[src/uar_pkg.sv]
// shared constants, register map and types of the uart receive and break block
package uar_pkg;
  // register byte addresses, one aligned word each, data in the low byte
  localparam logic [4:0] ADR_STATUS = 5'h00;
  localparam logic [4:0] ADR_CTRL1 = 5'h04;
  localparam logic [4:0] ADR_CTRL2 = 5'h08;
  localparam logic [4:0] ADR_BAUD = 5'h0c;
  localparam logic [4:0] ADR_TXDATA = 5'h10;
  localparam logic [4:0] ADR_RXDATA = 5'h14;

  // uart_status_register bits
  localparam int ST_TX_BUFFER_EMPTY_FLAG = 0;
  localparam int ST_TRANSMITTER_IDLE_FLAG = 1;
  localparam int ST_RX_DATA_READY_FLAG = 2;
  localparam int ST_RECEIVER_IDLE_FLAG = 3;
  localparam int ST_OVERRUN_FLAG = 4;
  localparam int ST_FRAMING_ERROR_FLAG = 5;
  localparam int ST_NF = 6;
  localparam int ST_PARITY_ERROR_FLAG = 7;

  // uart_control_one bits
  localparam int C1_TX8 = 0;
  localparam int C1_RX8 = 1;
  localparam int C1_BRK = 2;
  localparam int C1_STOP2 = 3;
  localparam int C1_ODD = 4;
  localparam int C1_PREN = 5;
  localparam int C1_NINE = 6;
  localparam int C1_EN = 7;

  // second control register bits
  localparam int C2_TEIE = 0;
  localparam int C2_TIIE = 1;
  localparam int C2_RIE = 2;
  localparam int C2_RECEIVER_ENABLE = 6;
  localparam int C2_TXEN = 7;

  localparam logic [7:0] CTRL1_RST = 8'h00;
  localparam logic [7:0] CTRL2_RST = 8'h00;
  localparam logic [7:0] BAUD_RST = 8'h00;

  // sixteen ticks per bit; votes taken on ticks 7, 8 and 9 after the start edge
  localparam logic [3:0] TICK_LAST = 4'hf;
  localparam logic [3:0] TICK_DECIDE = 4'h9;
  localparam logic [3:0] BITS8 = 4'h8;
  localparam logic [3:0] BITS9 = 4'h9;
  localparam logic [4:0] BREAK_LAST = 5'h0c;

  typedef struct packed {
    logic cyc;
    logic stb;
    logic we;
    logic [3:0] sel;
    logic [4:0] adr;
    logic [31:0] dat;
  } uar_wb_req_s;

  typedef struct packed {
    logic ack;
    logic [31:0] dat;
  } uar_wb_rsp_s;

  typedef struct packed {
    logic framing_error_flag;
    logic parity_error_flag;
    logic [8:0] data;
  } uar_entry_s;

  typedef enum logic [2:0] {
    RX_HUNT = 3'b000,
    RX_START = 3'b001,
    RX_DATA = 3'b011,
    RX_STOP = 3'b010,
    RX_WAIT = 3'b110
  } uar_rx_state_e;

  typedef enum logic [2:0] {
    TX_IDLE = 3'b000,
    TX_START = 3'b001,
    TX_DATA = 3'b011,
    TX_STOP = 3'b010,
    TX_BRK = 3'b110
  } uar_tx_state_e;

  typedef struct packed {
    logic ack;
    logic [7:0] rdat;
    logic [7:0] ctrl1;
    logic [7:0] ctrl2;
    logic [7:0] baud;
    logic seen;
    logic tx_buffer_empty_flag;
    logic transmitter_idle_flag;
    logic [8:0] txbuf;
    logic rx_data_ready_flag;
    logic overrun_flag;
    logic nf;
    logic irq;
    logic [7:0] div;
    logic tick;
    uar_rx_state_e rx_st;
    logic [3:0] rx_cnt;
    logic [2:0] rx_smp;
    logic [3:0] rx_bits;
    logic [8:0] rx_sh;
    logic rx_noise;
    logic rx_framing_error_flag;
    logic rx_par;
    uar_entry_s [1:0] fifo;
    logic wp;
    logic rp;
    logic [1:0] cnt;
    uar_tx_state_e tx_st;
    logic [3:0] tx_cnt;
    logic [4:0] tx_bits;
    logic [8:0] tx_sh;
    logic tx_brk;
    logic tx_line;
  } uar_state_s;
endpackage

[src/uar_core.sv]
// uart receiver with two-word fifo, break transmitter and wishbone register slave
`timescale 1ns/1ps

// How it works
// - status access then data write clears tx flags
// - send-break set makes next frame a break
// - break is start plus 13xN zeros, two_stop_select
// - break frames raise no transmit interrupt
// - break repeats while set, then stop bits
// - nine-bit mode puts top bit in control
// - sixteen ticks per bit, shifter per bit
// - each bit is a three-sample majority vote
// - data arrives least significant bit first
// - after stop sample, word enters fifo if room
// - fifo holds two; third on overrun is dropped
// - receiver enable starts the start-bit hunt
// - data ready set when fifo holds words
// - interrupt on each word moved, if enabled
// - overrun also interrupts when enabled
// - data ready cleared by status then read
// - frame errors set their flags when seen
// - break is framing error, fixed frame length
// - break completes: ready, framing, zeros, idle
// - after bad stop wait for high line
// - idle low from start to stop sample
// - overrun keeps fifo, flag cleared by sequence
// - any low stop bit flags framing, per word
module uar_core (
  input wire logic clk_i,
  input wire logic rst_i,
  input wire uar_pkg::uar_wb_req_s wb_i,
  output uar_pkg::uar_wb_rsp_s wb_o,
  input wire logic rx_i,
  output logic tx_o,
  output logic irq_o
);
  import uar_pkg::*;

  uar_state_s s;
  uar_state_s next_s;
  uar_entry_s head;
  uar_entry_s entry;
  logic [7:0] status;
  logic [3:0] nbits;
  logic acc;
  logic wr;
  logic pop;
  logic push;
  logic full;
  logic decide;
  logic bitv;
  logic receiver_idle_flag;
  logic tx_end;
  logic rx_en;
  logic tx_en;

  function automatic logic uar_maj3(input logic [2:0] v);
    return (v[0] & v[1]) | (v[0] & v[2]) | (v[1] & v[2]);
  endfunction

  // parity, when enabled, replaces the top bit of the word
  function automatic logic [8:0] uar_tx_word(input logic [8:0] buf_v, input logic [7:0] c1);
    logic [8:0] w;
    w = c1[C1_NINE] ? buf_v : {1'b0, buf_v[7:0]};
    if (c1[C1_PREN]) begin
      if (c1[C1_NINE]) begin
        w[8] = (^w[7:0]) ^ c1[C1_ODD];
      end else begin
        w[7] = (^w[6:0]) ^ c1[C1_ODD];
      end
    end
    return w;
  endfunction

  always_comb begin
    next_s = s;
    next_s.ack = 1'b0;
    next_s.irq = 1'b0;
    next_s.tick = (s.div == s.baud);
    next_s.div = next_s.tick ? 8'h00 : s.div + 8'h01;
    head = s.fifo[s.rp];
    receiver_idle_flag = (s.rx_st == RX_HUNT) || (s.rx_st == RX_WAIT);
    rx_en = s.ctrl1[C1_EN] && s.ctrl2[C2_RECEIVER_ENABLE];
    tx_en = s.ctrl1[C1_EN] && s.ctrl2[C2_TXEN];
    nbits = s.ctrl1[C1_NINE] ? BITS9 : BITS8;
    status = 8'h00;
    status[ST_TX_BUFFER_EMPTY_FLAG] = s.tx_buffer_empty_flag;
    status[ST_TRANSMITTER_IDLE_FLAG] = s.transmitter_idle_flag;
    status[ST_RX_DATA_READY_FLAG] = s.rx_data_ready_flag;
    status[ST_RECEIVER_IDLE_FLAG] = receiver_idle_flag;
    status[ST_OVERRUN_FLAG] = s.overrun_flag;
    status[ST_NF] = s.nf;
    // error bits travel with the word at the head of the fifo
    status[ST_FRAMING_ERROR_FLAG] = (s.cnt != 2'd0) && head.framing_error_flag;
    status[ST_PARITY_ERROR_FLAG] = (s.cnt != 2'd0) && head.parity_error_flag;
    acc = wb_i.cyc && wb_i.stb && !s.ack;
    wr = acc && wb_i.we && wb_i.sel[0];
    pop = 1'b0;
    push = 1'b0;
    full = 1'b0;
    decide = 1'b0;
    bitv = 1'b0;
    entry = '0;
    tx_end = s.tick && (s.tx_cnt == TICK_LAST);

    // register slave: every access, mapped or not, gets ack on the next edge
    if (acc) begin
      next_s.ack = 1'b1;
      next_s.rdat = 8'h00;
      next_s.seen = (wb_i.adr == ADR_STATUS);
      case (wb_i.adr)
        ADR_STATUS: next_s.rdat = status;
        ADR_CTRL1: begin
          next_s.rdat = s.ctrl1;
          next_s.rdat[C1_RX8] = head.data[8];
          if (wr) begin
            next_s.ctrl1 = wb_i.dat[7:0];
          end
        end
        ADR_CTRL2: begin
          next_s.rdat = s.ctrl2;
          if (wr) begin
            next_s.ctrl2 = wb_i.dat[7:0];
          end
        end
        ADR_BAUD: begin
          next_s.rdat = s.baud;
          if (wr) begin
            next_s.baud = wb_i.dat[7:0];
          end
        end
        ADR_TXDATA: begin
          // a full buffer refuses writes so queued data is never overwritten
          if (wr && s.seen && s.tx_buffer_empty_flag) begin
            next_s.txbuf = {s.ctrl1[C1_TX8], wb_i.dat[7:0]};
            next_s.tx_buffer_empty_flag = 1'b0;
            next_s.transmitter_idle_flag = 1'b0;
          end
        end
        ADR_RXDATA: begin
          if (!wb_i.we) begin
            next_s.rdat = head.data[7:0];
            pop = (s.cnt != 2'd0);
            if (s.seen) begin
              next_s.overrun_flag = 1'b0;
              next_s.nf = 1'b0;
              if (s.cnt <= 2'd1) begin
                next_s.rx_data_ready_flag = 1'b0;
              end
            end
          end
        end
        default: next_s.rdat = 8'h00;
      endcase
    end

    // receiver, stepped by the 16x tick
    if (s.tick) begin
      next_s.rx_smp = {s.rx_smp[1:0], rx_i};
      next_s.rx_cnt = s.rx_cnt + 4'h1;
      bitv = uar_maj3(next_s.rx_smp);
      decide = (s.rx_cnt == TICK_DECIDE);
      if (decide && (next_s.rx_smp != 3'b000) && (next_s.rx_smp != 3'b111)) begin
        next_s.rx_noise = 1'b1;
      end
      unique case (s.rx_st)
        RX_HUNT: begin
          if (rx_en && !rx_i) begin
            next_s.rx_st = RX_START;
            next_s.rx_cnt = 4'h0;
            next_s.rx_bits = 4'h0;
            next_s.rx_noise = 1'b0;
            next_s.rx_framing_error_flag = 1'b0;
            next_s.rx_par = 1'b0;
          end
        end
        RX_START: begin
          // a start bit that votes high was a glitch
          if (decide && bitv) begin
            next_s.rx_st = RX_HUNT;
          end else if (s.rx_cnt == TICK_LAST) begin
            next_s.rx_st = RX_DATA;
          end
        end
        RX_DATA: begin
          if (decide) begin
            next_s.rx_sh = {bitv, s.rx_sh[8:1]};
            next_s.rx_par = s.rx_par ^ bitv;
            next_s.rx_bits = s.rx_bits + 4'h1;
          end
          if ((s.rx_cnt == TICK_LAST) && (s.rx_bits == nbits)) begin
            next_s.rx_st = RX_STOP;
            next_s.rx_bits = 4'h0;
          end
        end
        RX_STOP: begin
          if (decide) begin
            next_s.rx_bits = s.rx_bits + 4'h1;
            if (!bitv) begin
              next_s.rx_framing_error_flag = 1'b1;
            end
            if (s.rx_bits == {3'b000, s.ctrl1[C1_STOP2]}) begin
              push = 1'b1;
              entry.framing_error_flag = s.rx_framing_error_flag || !bitv;
              entry.parity_error_flag = s.ctrl1[C1_PREN] && (s.rx_par ^ s.ctrl1[C1_ODD]);
              entry.data = s.ctrl1[C1_NINE] ? s.rx_sh : {1'b0, s.rx_sh[8:1]};
              next_s.rx_st = next_s.rx_framing_error_flag ? RX_WAIT : RX_HUNT;
            end
          end
        end
        RX_WAIT: begin
          // a held-low break must not pass for the next start bit
          if (bitv) begin
            next_s.rx_st = RX_HUNT;
          end
        end
        default: next_s.rx_st = RX_HUNT;
      endcase
    end

    // fifo: a read in the same cycle makes room for the arriving word
    full = (s.cnt == 2'd2) && !pop;
    if (push) begin
      if (full) begin
        next_s.overrun_flag = 1'b1;
      end else begin
        next_s.fifo[s.wp] = entry;
        next_s.wp = !s.wp;
        next_s.rx_data_ready_flag = 1'b1;
        next_s.nf = next_s.nf | next_s.rx_noise;
      end
      next_s.irq = s.ctrl2[C2_RIE];
    end
    if (pop) begin
      next_s.rp = !s.rp;
    end
    next_s.cnt = s.cnt + {1'b0, push && !full} - {1'b0, pop};

    // transmitter: data frames and break frames
    if (s.tick) begin
      next_s.tx_cnt = s.tx_cnt + 4'h1;
    end
    unique case (s.tx_st)
      TX_IDLE: begin
        next_s.tx_line = 1'b1;
        if (s.tick && tx_en) begin
          if (s.ctrl1[C1_BRK]) begin
            next_s.tx_brk = 1'b1;
            next_s.tx_st = TX_START;
            next_s.tx_cnt = 4'h0;
          end else if (!s.tx_buffer_empty_flag) begin
            next_s.tx_sh = uar_tx_word(s.txbuf, s.ctrl1);
            next_s.tx_brk = 1'b0;
            next_s.tx_buffer_empty_flag = 1'b1;
            next_s.irq = next_s.irq | s.ctrl2[C2_TEIE];
            next_s.tx_st = TX_START;
            next_s.tx_cnt = 4'h0;
          end
        end
      end
      TX_START: begin
        next_s.tx_line = 1'b0;
        if (tx_end) begin
          next_s.tx_st = s.tx_brk ? TX_BRK : TX_DATA;
          next_s.tx_bits = 5'h00;
        end
      end
      TX_DATA: begin
        next_s.tx_line = s.tx_sh[0];
        if (tx_end) begin
          next_s.tx_sh = {1'b0, s.tx_sh[8:1]};
          next_s.tx_bits = s.tx_bits + 5'h01;
          if (s.tx_bits == {1'b0, nbits - 4'h1}) begin
            next_s.tx_st = TX_STOP;
            next_s.tx_bits = 5'h00;
          end
        end
      end
      TX_BRK: begin
        next_s.tx_line = 1'b0;
        if (tx_end) begin
          next_s.tx_bits = s.tx_bits + 5'h01;
          if (s.tx_bits == BREAK_LAST) begin
            next_s.tx_bits = 5'h00;
            if (!s.ctrl1[C1_BRK]) begin
              next_s.tx_st = TX_STOP;
            end
          end
        end
      end
      TX_STOP: begin
        next_s.tx_line = 1'b1;
        if (tx_end) begin
          next_s.tx_bits = s.tx_bits + 5'h01;
          if (s.tx_bits == {4'h0, s.ctrl1[C1_STOP2]}) begin
            next_s.tx_st = TX_IDLE;
            next_s.transmitter_idle_flag = 1'b1;
            next_s.irq = next_s.irq | (s.ctrl2[C2_TIIE] && !s.tx_brk);
          end
        end
      end
      default: next_s.tx_st = TX_IDLE;
    endcase
    if (!tx_en) begin
      next_s.tx_st = TX_IDLE;
      next_s.tx_line = 1'b1;
    end
    if (!rx_en) begin
      next_s.rx_st = RX_HUNT;
    end

    // disabling the port empties the fifo and returns every flag to rest
    if (!next_s.ctrl1[C1_EN]) begin
      next_s.ctrl1[C1_BRK] = 1'b0;
      next_s.ctrl2[C2_TXEN] = 1'b0;
      next_s.ctrl2[C2_RECEIVER_ENABLE] = 1'b0;
      next_s.tx_buffer_empty_flag = 1'b1;
      next_s.transmitter_idle_flag = 1'b1;
      next_s.rx_data_ready_flag = 1'b0;
      next_s.overrun_flag = 1'b0;
      next_s.nf = 1'b0;
      next_s.cnt = 2'd0;
      next_s.wp = 1'b0;
      next_s.rp = 1'b0;
    end
  end

  always_ff @(posedge clk_i or posedge rst_i) begin
    if (rst_i) begin
      s <= '0;
      s.ctrl1 <= CTRL1_RST;
      s.ctrl2 <= CTRL2_RST;
      s.baud <= BAUD_RST;
      s.tx_buffer_empty_flag <= 1'b1;
      s.transmitter_idle_flag <= 1'b1;
      s.rx_st <= RX_HUNT;
      s.rx_smp <= 3'b111;
      s.tx_st <= TX_IDLE;
      s.tx_line <= 1'b1;
    end else begin
      s <= next_s;
    end
  end

  assign wb_o.ack = s.ack;
  assign wb_o.dat = {24'h000000, s.rdat};
  assign tx_o = s.tx_line;
  assign irq_o = s.irq;
endmodule

[config.mk]
export PLATFORM = sky130hd
export DESIGN_NAME = uar_core
export DESIGN_NICKNAME = d
export VERILOG_FILES = /design/src/uar_pkg.sv /design/src/uar_core.sv
export SDC_FILE = /design/constraint.sdc
export NUM_CORES = 1
export LEC_CHECK = 0
export BUFFER_PORTS_ARGS = -buffer_cell sky130_fd_sc_hd__buf_2
export CORE_MARGIN = 2
export CORE_UTILIZATION = 35
export CTS_CLUSTER_SIZE = 14
export DETAILED_ROUTE_END_ITERATION = 12
export GPL_TIMING_DRIVEN = 0
export PLACE_DENSITY_LB_ADDON = 0.2
export SYNTH_ARGS = -nofsm -noshare
export SYNTH_HDL_FRONTEND = slang
export SYNTH_SLANG_ARGS = --single-unit
[constraint.sdc]
create_clock -name clk_i -period 11.06 [get_ports clk_i]
set_input_delay 2.212 -clock clk_i [delete_from_list [all_inputs] [get_ports clk_i]]
set_output_delay 2.212 -clock clk_i [all_outputs]
set_load 0.02 [all_outputs]
; After elaboration in Yosys (flattened, before gate mapping)
; Index checks and enable logic that the tools add are counted.
[word_totals]
regBits = 133
inputBits = 47
out_inout_bits = 35
[classes]
addsub = 8
order_cmp = 4
eq_ne = 61
n_mux = 122
bitwise = 13
n_reduce_logical = 63
[ops]
columns = cell, count
row1 = $mux 11, 9
row2 = $mux 3, 23
row3 = $mux 8, 8
row4 = $mux 48, 1
row5 = $ne 3x3->1 const B, 14
row6 = $mux 1, 40
row7 = $pmux 8 s5, 1
row8 = $mux 9, 4
row9 = $mux 4, 8
row10 = $pmux 3 s5, 2
row11 = $mux 7, 4
row12 = $mux 26, 1
row13 = $mux 5, 5
row14 = $reduce_and 3->1, 8
row15 = $bwmux 22, 1
row16 = $logic_and 1x1->1, 22
row17 = $ne 2x2->1 const B, 11
row18 = $mux 10, 2
row19 = $pmux 5 s4, 1
row20 = $pmux 9 s2, 1
row21 = $ne 2x1->1 const B, 8
row22 = $eq 5x4->1 const B, 3
row23 = $reduce_and 5->1, 3
row24 = $mux 14, 1
row25 = 48 further kinds, 90

; Depth between registers and ports, before layout
; Gate-level depths: netlist (run 1).
[logic_depth]
word_depth = 20
ltp_mapped = 13
depth_no_buf = 12

; Worst setup path after synthesis (run 1)
; No wires, ideal clock.
[synth_timing]
path_type = input port to flip-flop
startpoint = in wb_i[34] in the netlist's numbering
endpoint = reg s[27] in the netlist's numbering
setup_ns = 0.125
arrival_ns = 3.828
required_time_ns = 10.935
slack_ns = 7.107
stages = 7
cell_sequence = buf_4 -> nor3b_2 -> a311oi_1 -> or4_4 -> nor2_4 -> buf_12 -> mux2_4
[synth_between]
elab_chain_len = 7
[synth_lines]
columns = item, line_no
row1 = start: declaration, uar_core.sv:31  ; input wire uar_pkg::uar_wb_req_s wb_i,
row2 = $eq 5x5->1, uar_core.sv:111  ; case (wb_i.adr)
row3 = $mux 1, uar_core.sv:111
row4 = $mux 1, uar_core.sv:107  ; if (acc) begin
row5 = $logic_not 1->1, uar_core.sv:222  ; full = (s.cnt == 2'd2) && !pop;
row6 = $logic_and 1x1->1, uar_core.sv:222
row7 = $not 1->1 (no source line), n/a
row8 = $reduce_and 2->1 (no source line), n/a
row9 = end signal: assignment, uar_core.sv:341  ; s <= next_s;
row10 = end: declaration, uar_core.sv:39  ; uar_state_s s;
; Every way passes these cells.
; A chain may end at the register's enable or synchronous reset.

==> out/summary.json, run 1 <==
{
  "first_iter_violations": 386,
  "cts-htree-levels": 4,
  "worst_r2r_src": "s[69]",
  "switchingPower_mw": 0.336,
  "whs_endpoint": "s[10]",
  "gp_routability_congestion": 0.882,
  "timing.critical_path.arrival_ps": 4280,
  "timing.reg2reg.worst_path_depth": 13,
  "path_cells": "buf_2 > nand3b_1 > inv_1 > a311oi_1 > nand2b_1 > ha_1 > inv_1 > ha_1 > xnor2_1 > xnor2_1 > nor2_1",
  "area_of_the_mapped_netlist_sq_mm": 0.00695,
  "maxSlewViolCount": 0,
  "hpwl_after_detailed_placement_microns": 12400,
  "antenna_left": 0,
  "via_per_inst": 4.97,
  "wl_microns": 16700,
  "floorplan.io_pins": 82,
  "slew_headroom_pct": 47.0,
  "critical_path.max_fanout": 5,
  "critPathLaunchType": "input port",
  "clock_tree.buffer_depth": 2,
  "setup_total_negative_slack_ps": 0,
  "ys_seq_area_share_pct": 47.3,
  "firstDrtPassIters": 4,
  "grt_start_max_net_pins": 92,
  "unrepaired_setup_endpoints_after_global_routing": "false",
  "initial_core_util_pct": 35.7,
  "wl_per_cell_microns": 16.8,
  "multiInputGateArea_sq_mm": 0.00334,
  "cellInternalPower_mw": 0.950,
  "worst_skew_pair.late_latency_ps": 420,
  "die-height_microns": 145,
  "post-cts-setup-buffer-count": 0,
  "nNetsFinal": 771,
  "timing.fmax_mhz": 251,
  "use_met2_pct": 27.1,
  "comb_power_share_pct": 11.9,
  "synth-edff-count": 0,
  "hold_path_startpoint": "s[10]",
  "ctsRootBufferMaster": "clkbuf_16",
  "r2r_setup_slack_ps": 8200,
  "leakagePower_nw": 3.71,
  "number_of_buffers_inserted_during_clock_tree_synthesis": 17,
  "grt_first_pass_wirelength_microns": 27000,
  "fillCellCount": 1875,
  "cts.hold.buffers_added": 0,
  "ys_top_cells_by_area": "dfrtp_1 45%, mux2_2 8.4%, buf_4 3.7%",
  "timing_worst_slew_pin_value_ps": 788,
  "globalRouteTotalUtil_pct": 17.0,
  "cts_sinks": 131,
  "postSynthAreaPerCell_sq_um": 10.8,
  "buffer_ports.inserted": 29,
  "async_flop_share_pct": 100,
  "min_period_ps": 3990,
  "synth.yosys.warnings": 0,
  "final.setup_skew_ps": 10.0,
  "final-seq-area_sq_mm": 0.00328,
  "p_total_mw": 1.29,
  "drcViolationCount": 0,
  "most-common-layout-cells": "126 x dfrtp_1, 52 x mux2_2, 49 x nand2_1",
  "yosys.area.top_type_share_pct": 45.4,
  "number_of_storage_elements_in_the_synthesis_netlist": 131,
  "required_ps": 11350,
  "critPathCaptureType": "flop",
  "grtUsageMet1_pct": 22.8,
  "setup_violations": 0,
  "die_width_microns": 145,
  "final_global_route_overflow_total": 0,
  "area.growth.synth_to_final_pct": 17.5,
  "hold_class": "flop to flop",
  "ff_to_ff_end": "s[24]",
  "finalCoreUtilization_pct": 41.9,
  "grt_pass1_vias": 4935,
  "crit_path_max_incr_delay_ps": 680,
  "synth_area_leader_cell": "dfrtp_1",
  "area_of_the_placeable_core_sq_mm": 0.0195,
  "synthDistinctLibCells": 72,
  "antenna_found_initial": 0,
  "sw_frac_of_total_pct": 26.1,
  "postSynthCellCount": 643,
  "max_cap_violations": 0,
  "final_hold_viol_count": 0,
  "number_of_rows_in_the_core_area": 51,
  "power.clock.fraction_pct": 45.2,
  "cellPowerDensity_mw_per_mm2": 158,
  "layout_commonest_cell": "dfrtp_1",
  "diodes": 0,
  "cts_tree": "built",
  "crit_path_top_delay_cell": "a311oi_1",
  "setup.worst_path.class": "input port to flop",
  "vias": 4940,
  "clock_transition_time_at_the_flip_flop_clock_pins_of_the_worst_setup_and_hold_paths_ps": 60,
  "cts-resized-gates": 0,
  "grt_most_used_layer": "met2",
  "hold_depth": 2,
  "fin_crit_sh_pct": 36.0,
  "design.die.area_sq_mm": 0.0210,
  "grt_util_met3_pct": 3.49,
  "most_frequently_used_flop_master_after_synthesis": "dfrtp_1",
  "outcome": "complete, no violations",
  "irDropWorstVdd_mv": 0.0974,
  "drive_above_1_share_pct": 24.7,
  "seq_power_share_pct": 42.9
}
-- worst max-delay path, delay by kind of cell --
family | cells | cell delay, ps
AO/OA/AOI/OAI | 1 | 680
AND/OR/NAND/NOR | 3 | 400
adder cells (fa/ha/maj) | 2 | 390
XOR/XNOR | 2 | 300
buffers and inverters | 3 | 290
-- cells by family after synthesis --
group	Yosys count	synth area share, %
adders and majority gates	10	1.77
buffers and inverters	70	5.96
other	1	0.0540
AOI/OAI and AO/OA	106	9.84
DFF	131	47.3
xor gates and xnor gates	38	5.01
muxes	93	15.4
and+or+nand+nor	194	14.7
-- power groups by stage --
stage,sequential (mW),clock [mW],combinational [mW]
global route,0.558,0.615,0.174
CTS,0.552,0.594,0.156
detailed placement,0.560,0,0.156
finish,0.552,0.581,0.153
floorplan,0.550,0,0.119
global placement,0.559,0,0.150
-- stage by stage --
step                cell area (sq um)  cells  hold WS (ps)  setup slack [ps]
finish                           8160    993           478              7070
global route                     8160    993           506              6920
detailed placement               7540    961           472              6670
CTS                              8150    993           485              7090
floorplan                        7030    666           450              5360
global placement                 7510    960           463              3770
-- metal layers --
metal  wire length, microns  part of all wire, %
met1                   7700                   46
met2                   7980                   48
met3                    672                  4.0
met4                    378                  2.3
met5                      0                    0
-- state kept, by name (all words and copies together), names as in the netlist --
register  count
s           120
irq_o         1
tx_o          1
wb_o          9
-- cell type report --
class	count	share of cell area, %
multi-input cells	465	40.9
flip-flops and latches	131	40.2
clock buffers	21	5.64
plain buffers	57	4.48
well taps	265	4.06
repair buffers	30	2.12
clock inverters	11	1.87
inverters	13	0.659
-- worst max-delay path by stage --
| stage | to | start | depth (start not counted) |
|---|---|---|---|
| 3_5_place_dp | s[24] | wb_i[43] | 11 |
| 4_1_cts | s[24] | wb_i[43] | 11 |
| 3_3_place_gp | wb_o[0] | rst_i | 2 |
| 6_report | s[24] | wb_i[43] | 11 |
| 5_1_grt | s[24] | wb_i[43] | 11 |
| 2_1_floorplan | irq_o | rst_i | 1 |
-- cell usage after synthesis, types with 9 or more instances --
library cell    n
clkbuf_1       14
buf_4          34
nand3_1        13
mux2_2         52
mux2i_1        21
mux2_4         10
nor2_1         42
inv_1          13
ha_1            9
a22oi_1        13
nand4_1        12
o21ai_0        35
xnor2_1        24
xor2_1         13
mux2_1          9
nor3_1         12
and2_1         10
nand2b_1       13
dfrtp_1       126
nand2_1        49
a21oi_1        17
Power figures use the tool's default switching activity.
==> run 2: changes to the inputs <==
ABC_AREA = 1   (was default)
clock period = 3.92 ns   (was 11.06 ns; I/O delays follow)
==> out/summary.json, run 2 <==
{
  "synth_top_family_by_area": {"value": "simple AND/OR/NAND/NOR gates", "change": "was multiplexers"},
  "setup_total_negative_slack": {"value": 0, "unit": "ps", "change": "unchanged"},
  "cell_types_with_the_highest_counts_after_synthesis": {"value": "239 x nand2_1, 126 x dfrtp_1, 85 x inv_1, 55 x nor2_1, 52 x o21ai_0", "change": "was 126 x dfrtp_1, 52 x mux2_2, 49 x nand2_1, 42 x nor2_1, 35 x o21ai_0"},
  "first_iter_violations": {"value": 333, "change": "was 386"},
  "layout_commonest_cell": {"value": "nand2_1", "change": "was dfrtp_1"},
  "cts_sinks": {"value": 131, "change": "unchanged"},
  "final_global_route_overflow_total": {"value": 0, "change": "unchanged"},
  "final_hold_viol_count": {"value": 0, "change": "unchanged"},
  "timing.reg2reg.worst_path_depth": {"value": 12, "change": "was 13"},
  "largest_register_ff_count": {"value": 120, "change": "unchanged"},
  "synthMuxAreaShare": {"value": 0.155, "unit": "%", "change": "was 15.4%"},
  "antenna_left": {"value": 0, "change": "unchanged"},
  "number_of_buffers_inserted_during_clock_tree_synthesis": {"value": 17, "change": "unchanged"},
  "fin_crit_sh_pct": 55.6,
  "crit_path_frequent_cell": "ha_1",
  "via_per_inst": {"value": 4.65, "change": "was 4.97"},
  "irDropWorstVdd": {"value": 0.264, "unit": "mV", "change": "was 0.0974 mV"},
  "crit_path_top_delay_cell": {"value": "dfrtp_1", "change": "was a311oi_1"},
  "synth_xor_area_share": {"value": 2.53, "unit": "%", "change": "was 5.01%"},
  "critPathLaunchType": {"value": "flop", "change": "was input port"},
  "gp_routability_congestion": {"value": 0.819, "change": "was 0.882"},
  "crit_path_max_incr_delay": {"value": 410, "unit": "ps", "change": "was 680 ps"},
  "fillCellCount": {"value": 2073, "change": "was 1875"},
  "synth-edff-count": {"value": 0, "change": "unchanged"},
  "postSynthCellCount": {"value": 897, "change": "was 643"},
  "p_total": {"value": 3.77, "unit": "mW", "change": "was 1.29 mW"},
  "setup_violations": {"value": 0, "change": "unchanged"},
  "postSynthAreaPerCell": {"value": 8.12, "unit": "sq um", "change": "was 10.8 sq um"},
  "async_flop_share": {"value": 100, "unit": "%", "change": "unchanged"},
  "synth.yosys.warnings": {"value": 0, "change": "unchanged"},
  "setup.worst_path.class": {"value": "flop to flop", "change": "was input port to flop"},
  "ctsRootBufferMaster": {"value": "clkbuf_16", "change": "unchanged"},
  "buffer_ports.inserted": {"value": 30, "change": "was 29"},
  "cts.hold.buffers_added": {"value": 0, "change": "unchanged"},
  "globalRouteTotalUtil": {"value": 16.9, "unit": "%", "change": "was 17.0%"},
  "worst_r2r_src": {"value": "s[69]", "change": "unchanged"},
  "die-height": {"value": 148, "unit": "microns", "change": "was 145 microns"},
  "wl_per_cell": {"value": 13.9, "unit": "microns", "change": "was 16.8 microns"},
  "design.die.area": {"value": 0.0220, "unit": "sq mm", "change": "was 0.0210 sq mm"},
  "ys_top_cells_by_area": {"value": "dfrtp_1 43%, nand2_1 12%, inv_1 4.4%", "change": "was dfrtp_1 45%, mux2_2 8.4%, buf_4 3.7%"},
  "cts-resized-gates": {"value": 0, "change": "unchanged"},
  "final.setup_skew": {"value": 8.63, "unit": "ps", "change": "was 10.0 ps"},
  "unrepaired_setup_endpoints_after_global_routing": {"value": "false", "change": "unchanged"},
  "largest_register_by_flop_count": {"value": "s", "change": "unchanged"},
  "cellPowerDensity": {"value": 441, "unit": "mW/mm^2", "change": "was 158 mW/mm^2"},
  "critical_path.max_fanout": {"value": 5, "change": "unchanged"},
  "timing_worst_slew_pin_value": {"value": 692, "unit": "ps", "change": "was 788 ps"},
  "area_of_the_mapped_netlist": {"value": 0.00728, "unit": "sq mm", "change": "was 0.00695 sq mm"},
  "max_cap_violations": {"value": 0, "change": "unchanged"},
  "grt_pass1_vias": {"value": 5436, "change": "was 4935"},
  "drcViolationCount": {"value": 0, "change": "unchanged"},
  "vias": {"value": 5839, "change": "was 4940"},
  "post_synth_and_or_nand_nor_area_fraction": {"value": 27.3, "unit": "%", "change": "was 14.7%"},
  "cts-htree-levels": {"value": 4, "change": "unchanged"},
  "crit_buf_inv": {"value": 2, "change": "was 3"},
  "slew_headroom": {"value": 53.7, "unit": "%", "change": "was 47.0%"},
  "synth-adder-area-share": {"value": 1.55, "unit": "%", "change": "was 1.77%"},
  "most_frequently_used_flop_master_after_synthesis": {"value": "dfrtp_1", "change": "unchanged"},
  "worst_skew_pair.late_latency": {"value": 420, "unit": "ps", "change": "about the same"},
  "hold_class": {"value": "input port to async pin", "change": "was flop to flop"},
  "clock_transition_time_at_the_flip_flop_clock_pins_of_the_worst_setup_and_hold_paths": {"value": 60, "unit": "ps", "change": "about the same"},
  "ff_to_ff_end": {"value": "s[24]", "change": "unchanged"},
  "synth.most_common_cell": {"value": "nand2_1", "change": "was dfrtp_1"},
  "timing.fmax_mhz": 459,
  "firstDrtPassIters": {"value": 5, "change": "was 4"},
  "hpwl_after_detailed_placement": {"value": 13200, "unit": "microns", "change": "was 12400 microns"},
  "drive_above_1_share": {"value": 21.7, "unit": "%", "change": "was 24.7%"},
  "area_of_the_placeable_core": {"value": 0.0203, "unit": "sq mm", "change": "was 0.0195 sq mm"},
  "synthesized_area_fraction_occupied_by_ao_oa_aoi_and_oai_cells": {"value": 13.1, "unit": "%", "change": "was 9.84%"},
  "floorplan.io_pins": {"value": 82, "change": "unchanged"},
  "ys_seq_area_share": {"value": 45.1, "unit": "%", "change": "was 47.3%"},
  "multiInputGateArea": {"value": 0.00334, "unit": "sq mm", "change": "unchanged"},
  "r2r_setup_slack": {"value": 1740, "unit": "ps", "change": "was 8200 ps"},
  "antenna_found_initial": {"value": 0, "change": "unchanged"},
  "grt_first_pass_wirelength": {"value": 29100, "unit": "microns", "change": "was 27000 microns"},
  "path_cells": {"value": "inv_1 > ha_1 > nand3_1 > nor2_2 > nand2_2 > nor2_4 > nand2_2 > ha_1 > inv_1 > ha_1 > xor2_1 > nor2_1", "change": "was buf_2 > nand3b_1 > inv_1 > a311oi_1 > nand2b_1 > ha_1 > inv_1 > ha_1 > xnor2_1 > xnor2_1 > nor2_1"},
  "die_width": {"value": 148, "unit": "microns", "change": "was 145 microns"},
  "finalCoreUtilization": {"value": 42.1, "unit": "%", "change": "was 41.9%"},
  "maxSlewViolCount": {"value": 0, "change": "unchanged"},
  "nNetsFinal": {"value": 1028, "change": "was 771"},
  "most-common-layout-cells": {"value": "239 x nand2_1, 126 x dfrtp_1, 84 x inv_1", "change": "was 126 x dfrtp_1, 52 x mux2_2, 49 x nand2_1"},
  "outcome": {"value": "complete, no violations", "change": "unchanged"},
  "final-seq-area": {"value": 0.00328, "unit": "sq mm", "change": "unchanged"},
  "post-cts-setup-buffer-count": {"value": 0, "change": "unchanged"},
  "area.growth.synth_to_final": {"value": 17.4, "unit": "%", "change": "was 17.5%"},
  "initial_core_util": {"value": 35.9, "unit": "%", "change": "was 35.7%"},
  "synth_area_leader_cell": {"value": "dfrtp_1", "change": "unchanged"},
  "critPathCaptureType": {"value": "flop", "change": "unchanged"},
  "min_period_ps": 2180,
  "timing.critical_path.arrival": {"value": 2490, "unit": "ps", "change": "was 4280 ps"},
  "clock_tree.buffer_depth": {"value": 2, "change": "unchanged"},
  "required": {"value": 4230, "unit": "ps", "change": "was 11350 ps"},
  "synthDistinctLibCells": {"value": 50, "change": "was 72"},
  "diodes": {"value": 0, "change": "unchanged"},
  "number_of_rows_in_the_core_area": {"value": 52, "change": "was 51"},
  "critical-path-top-delay-family": {"value": "simple AND/OR/NAND/NOR gates", "change": "was compound AO/OA/AOI/OAI gates"},
  "cts_tree": {"value": "built", "change": "unchanged"},
  "grt_start_max_net_pins": {"value": 41, "change": "was 92"},
  "yosys.area.top_type_share": {"value": 43.3, "unit": "%", "change": "was 45.4%"},
  "wl": {"value": 17400, "unit": "microns", "change": "was 16700 microns"},
  "number_of_storage_elements_in_the_synthesis_netlist": {"value": 131, "change": "unchanged"},
  "leakagePower": {"value": 4.10, "unit": "nW", "change": "was 3.71 nW"}
}
run 2: changes by cell type after synthesis, moves of 14 or more:
cell	previous run	this run
mux2_2	52	0
inv_2	0	14
o21ai_1	1	27
inv_1	13	85
o21ai_0	35	52
nand2_2	1	24
a21oi_1	17	32
nand2_1	49	239
xnor2_1	24	9
mux2i_1	21	0
o21ai_2	0	23
nand3_1	13	33
run 2: layout make-up:
cell class / count / area share (%)
clock buffer: 17 / 4.98
buffer: 50 / 4.13
inverter: 103 / 4.62
multi-input combinational: 636 / 39.1
sequential: 131 / 38.4
timing repair buffer: 33 / 2.46
clock inverter: 15 / 2.40
tap: 270 / 3.95
run 2: how the worst max path moves through the flow:
stage	cells past startpoint	from	slack [ps]	end
after detailed placement	12	wb_i[33]	1400	s[24]
after floorplan	1	rst_i	1520	irq_o
after global placement	2	rst_i	510	s[5]
after CTS	12	s[69]	1710	s[24]
after global routing	12	s[69]	1500	s[24]
final	12	s[69]	1740	s[24]
run 2: cell families (layout without fill, tap and decap cells):
family,count (synthesis),after routing
AO/OA/AOI/OAI,161,161
XOR/XNOR,21,21
adder cells (fa/ha/maj),9,9
buffers and inverters,153,218
flip-flops,131,131
multiplexers,1,1
other,1,24
AND/OR/NAND/NOR,420,420
run 2: stage by stage:
stage / cells / hold slack (ps) / area [sq um] / setup WS (ps)
after floorplan: 920 / 447 / 7370 / 1520
after global placement: 1220 / 457 / 7860 / 512
after detailed placement: 1223 / 459 / 7920 / 1400
after CTS: 1255 / 476 / 8550 / 1710
after global routing: 1255 / 489 / 8550 / 1500
final: 1255 / 461 / 8550 / 1740
run 2: power breakdown:
group | total (mW) | switching [mW] | internal, mW
sequential | 1.57 | 0.106 | 1.46
clock | 1.71 | 0.637 | 1.07
combinational | 0.496 | 0.310 | 0.186
total | 3.77 | 1.05 | 2.72
run 2: metal layers:
layer | track usage [%] | vias to the layer above | wire length (microns)
li1 | - | 2999 | -
met1 | 23.7 | 2733 | 8680
met2 | 27.0 | 98 | 8060
met3 | 3.59 | 9 | 594
met4 | 3.86 | 0 | 114
met5 | 0 | - | 0
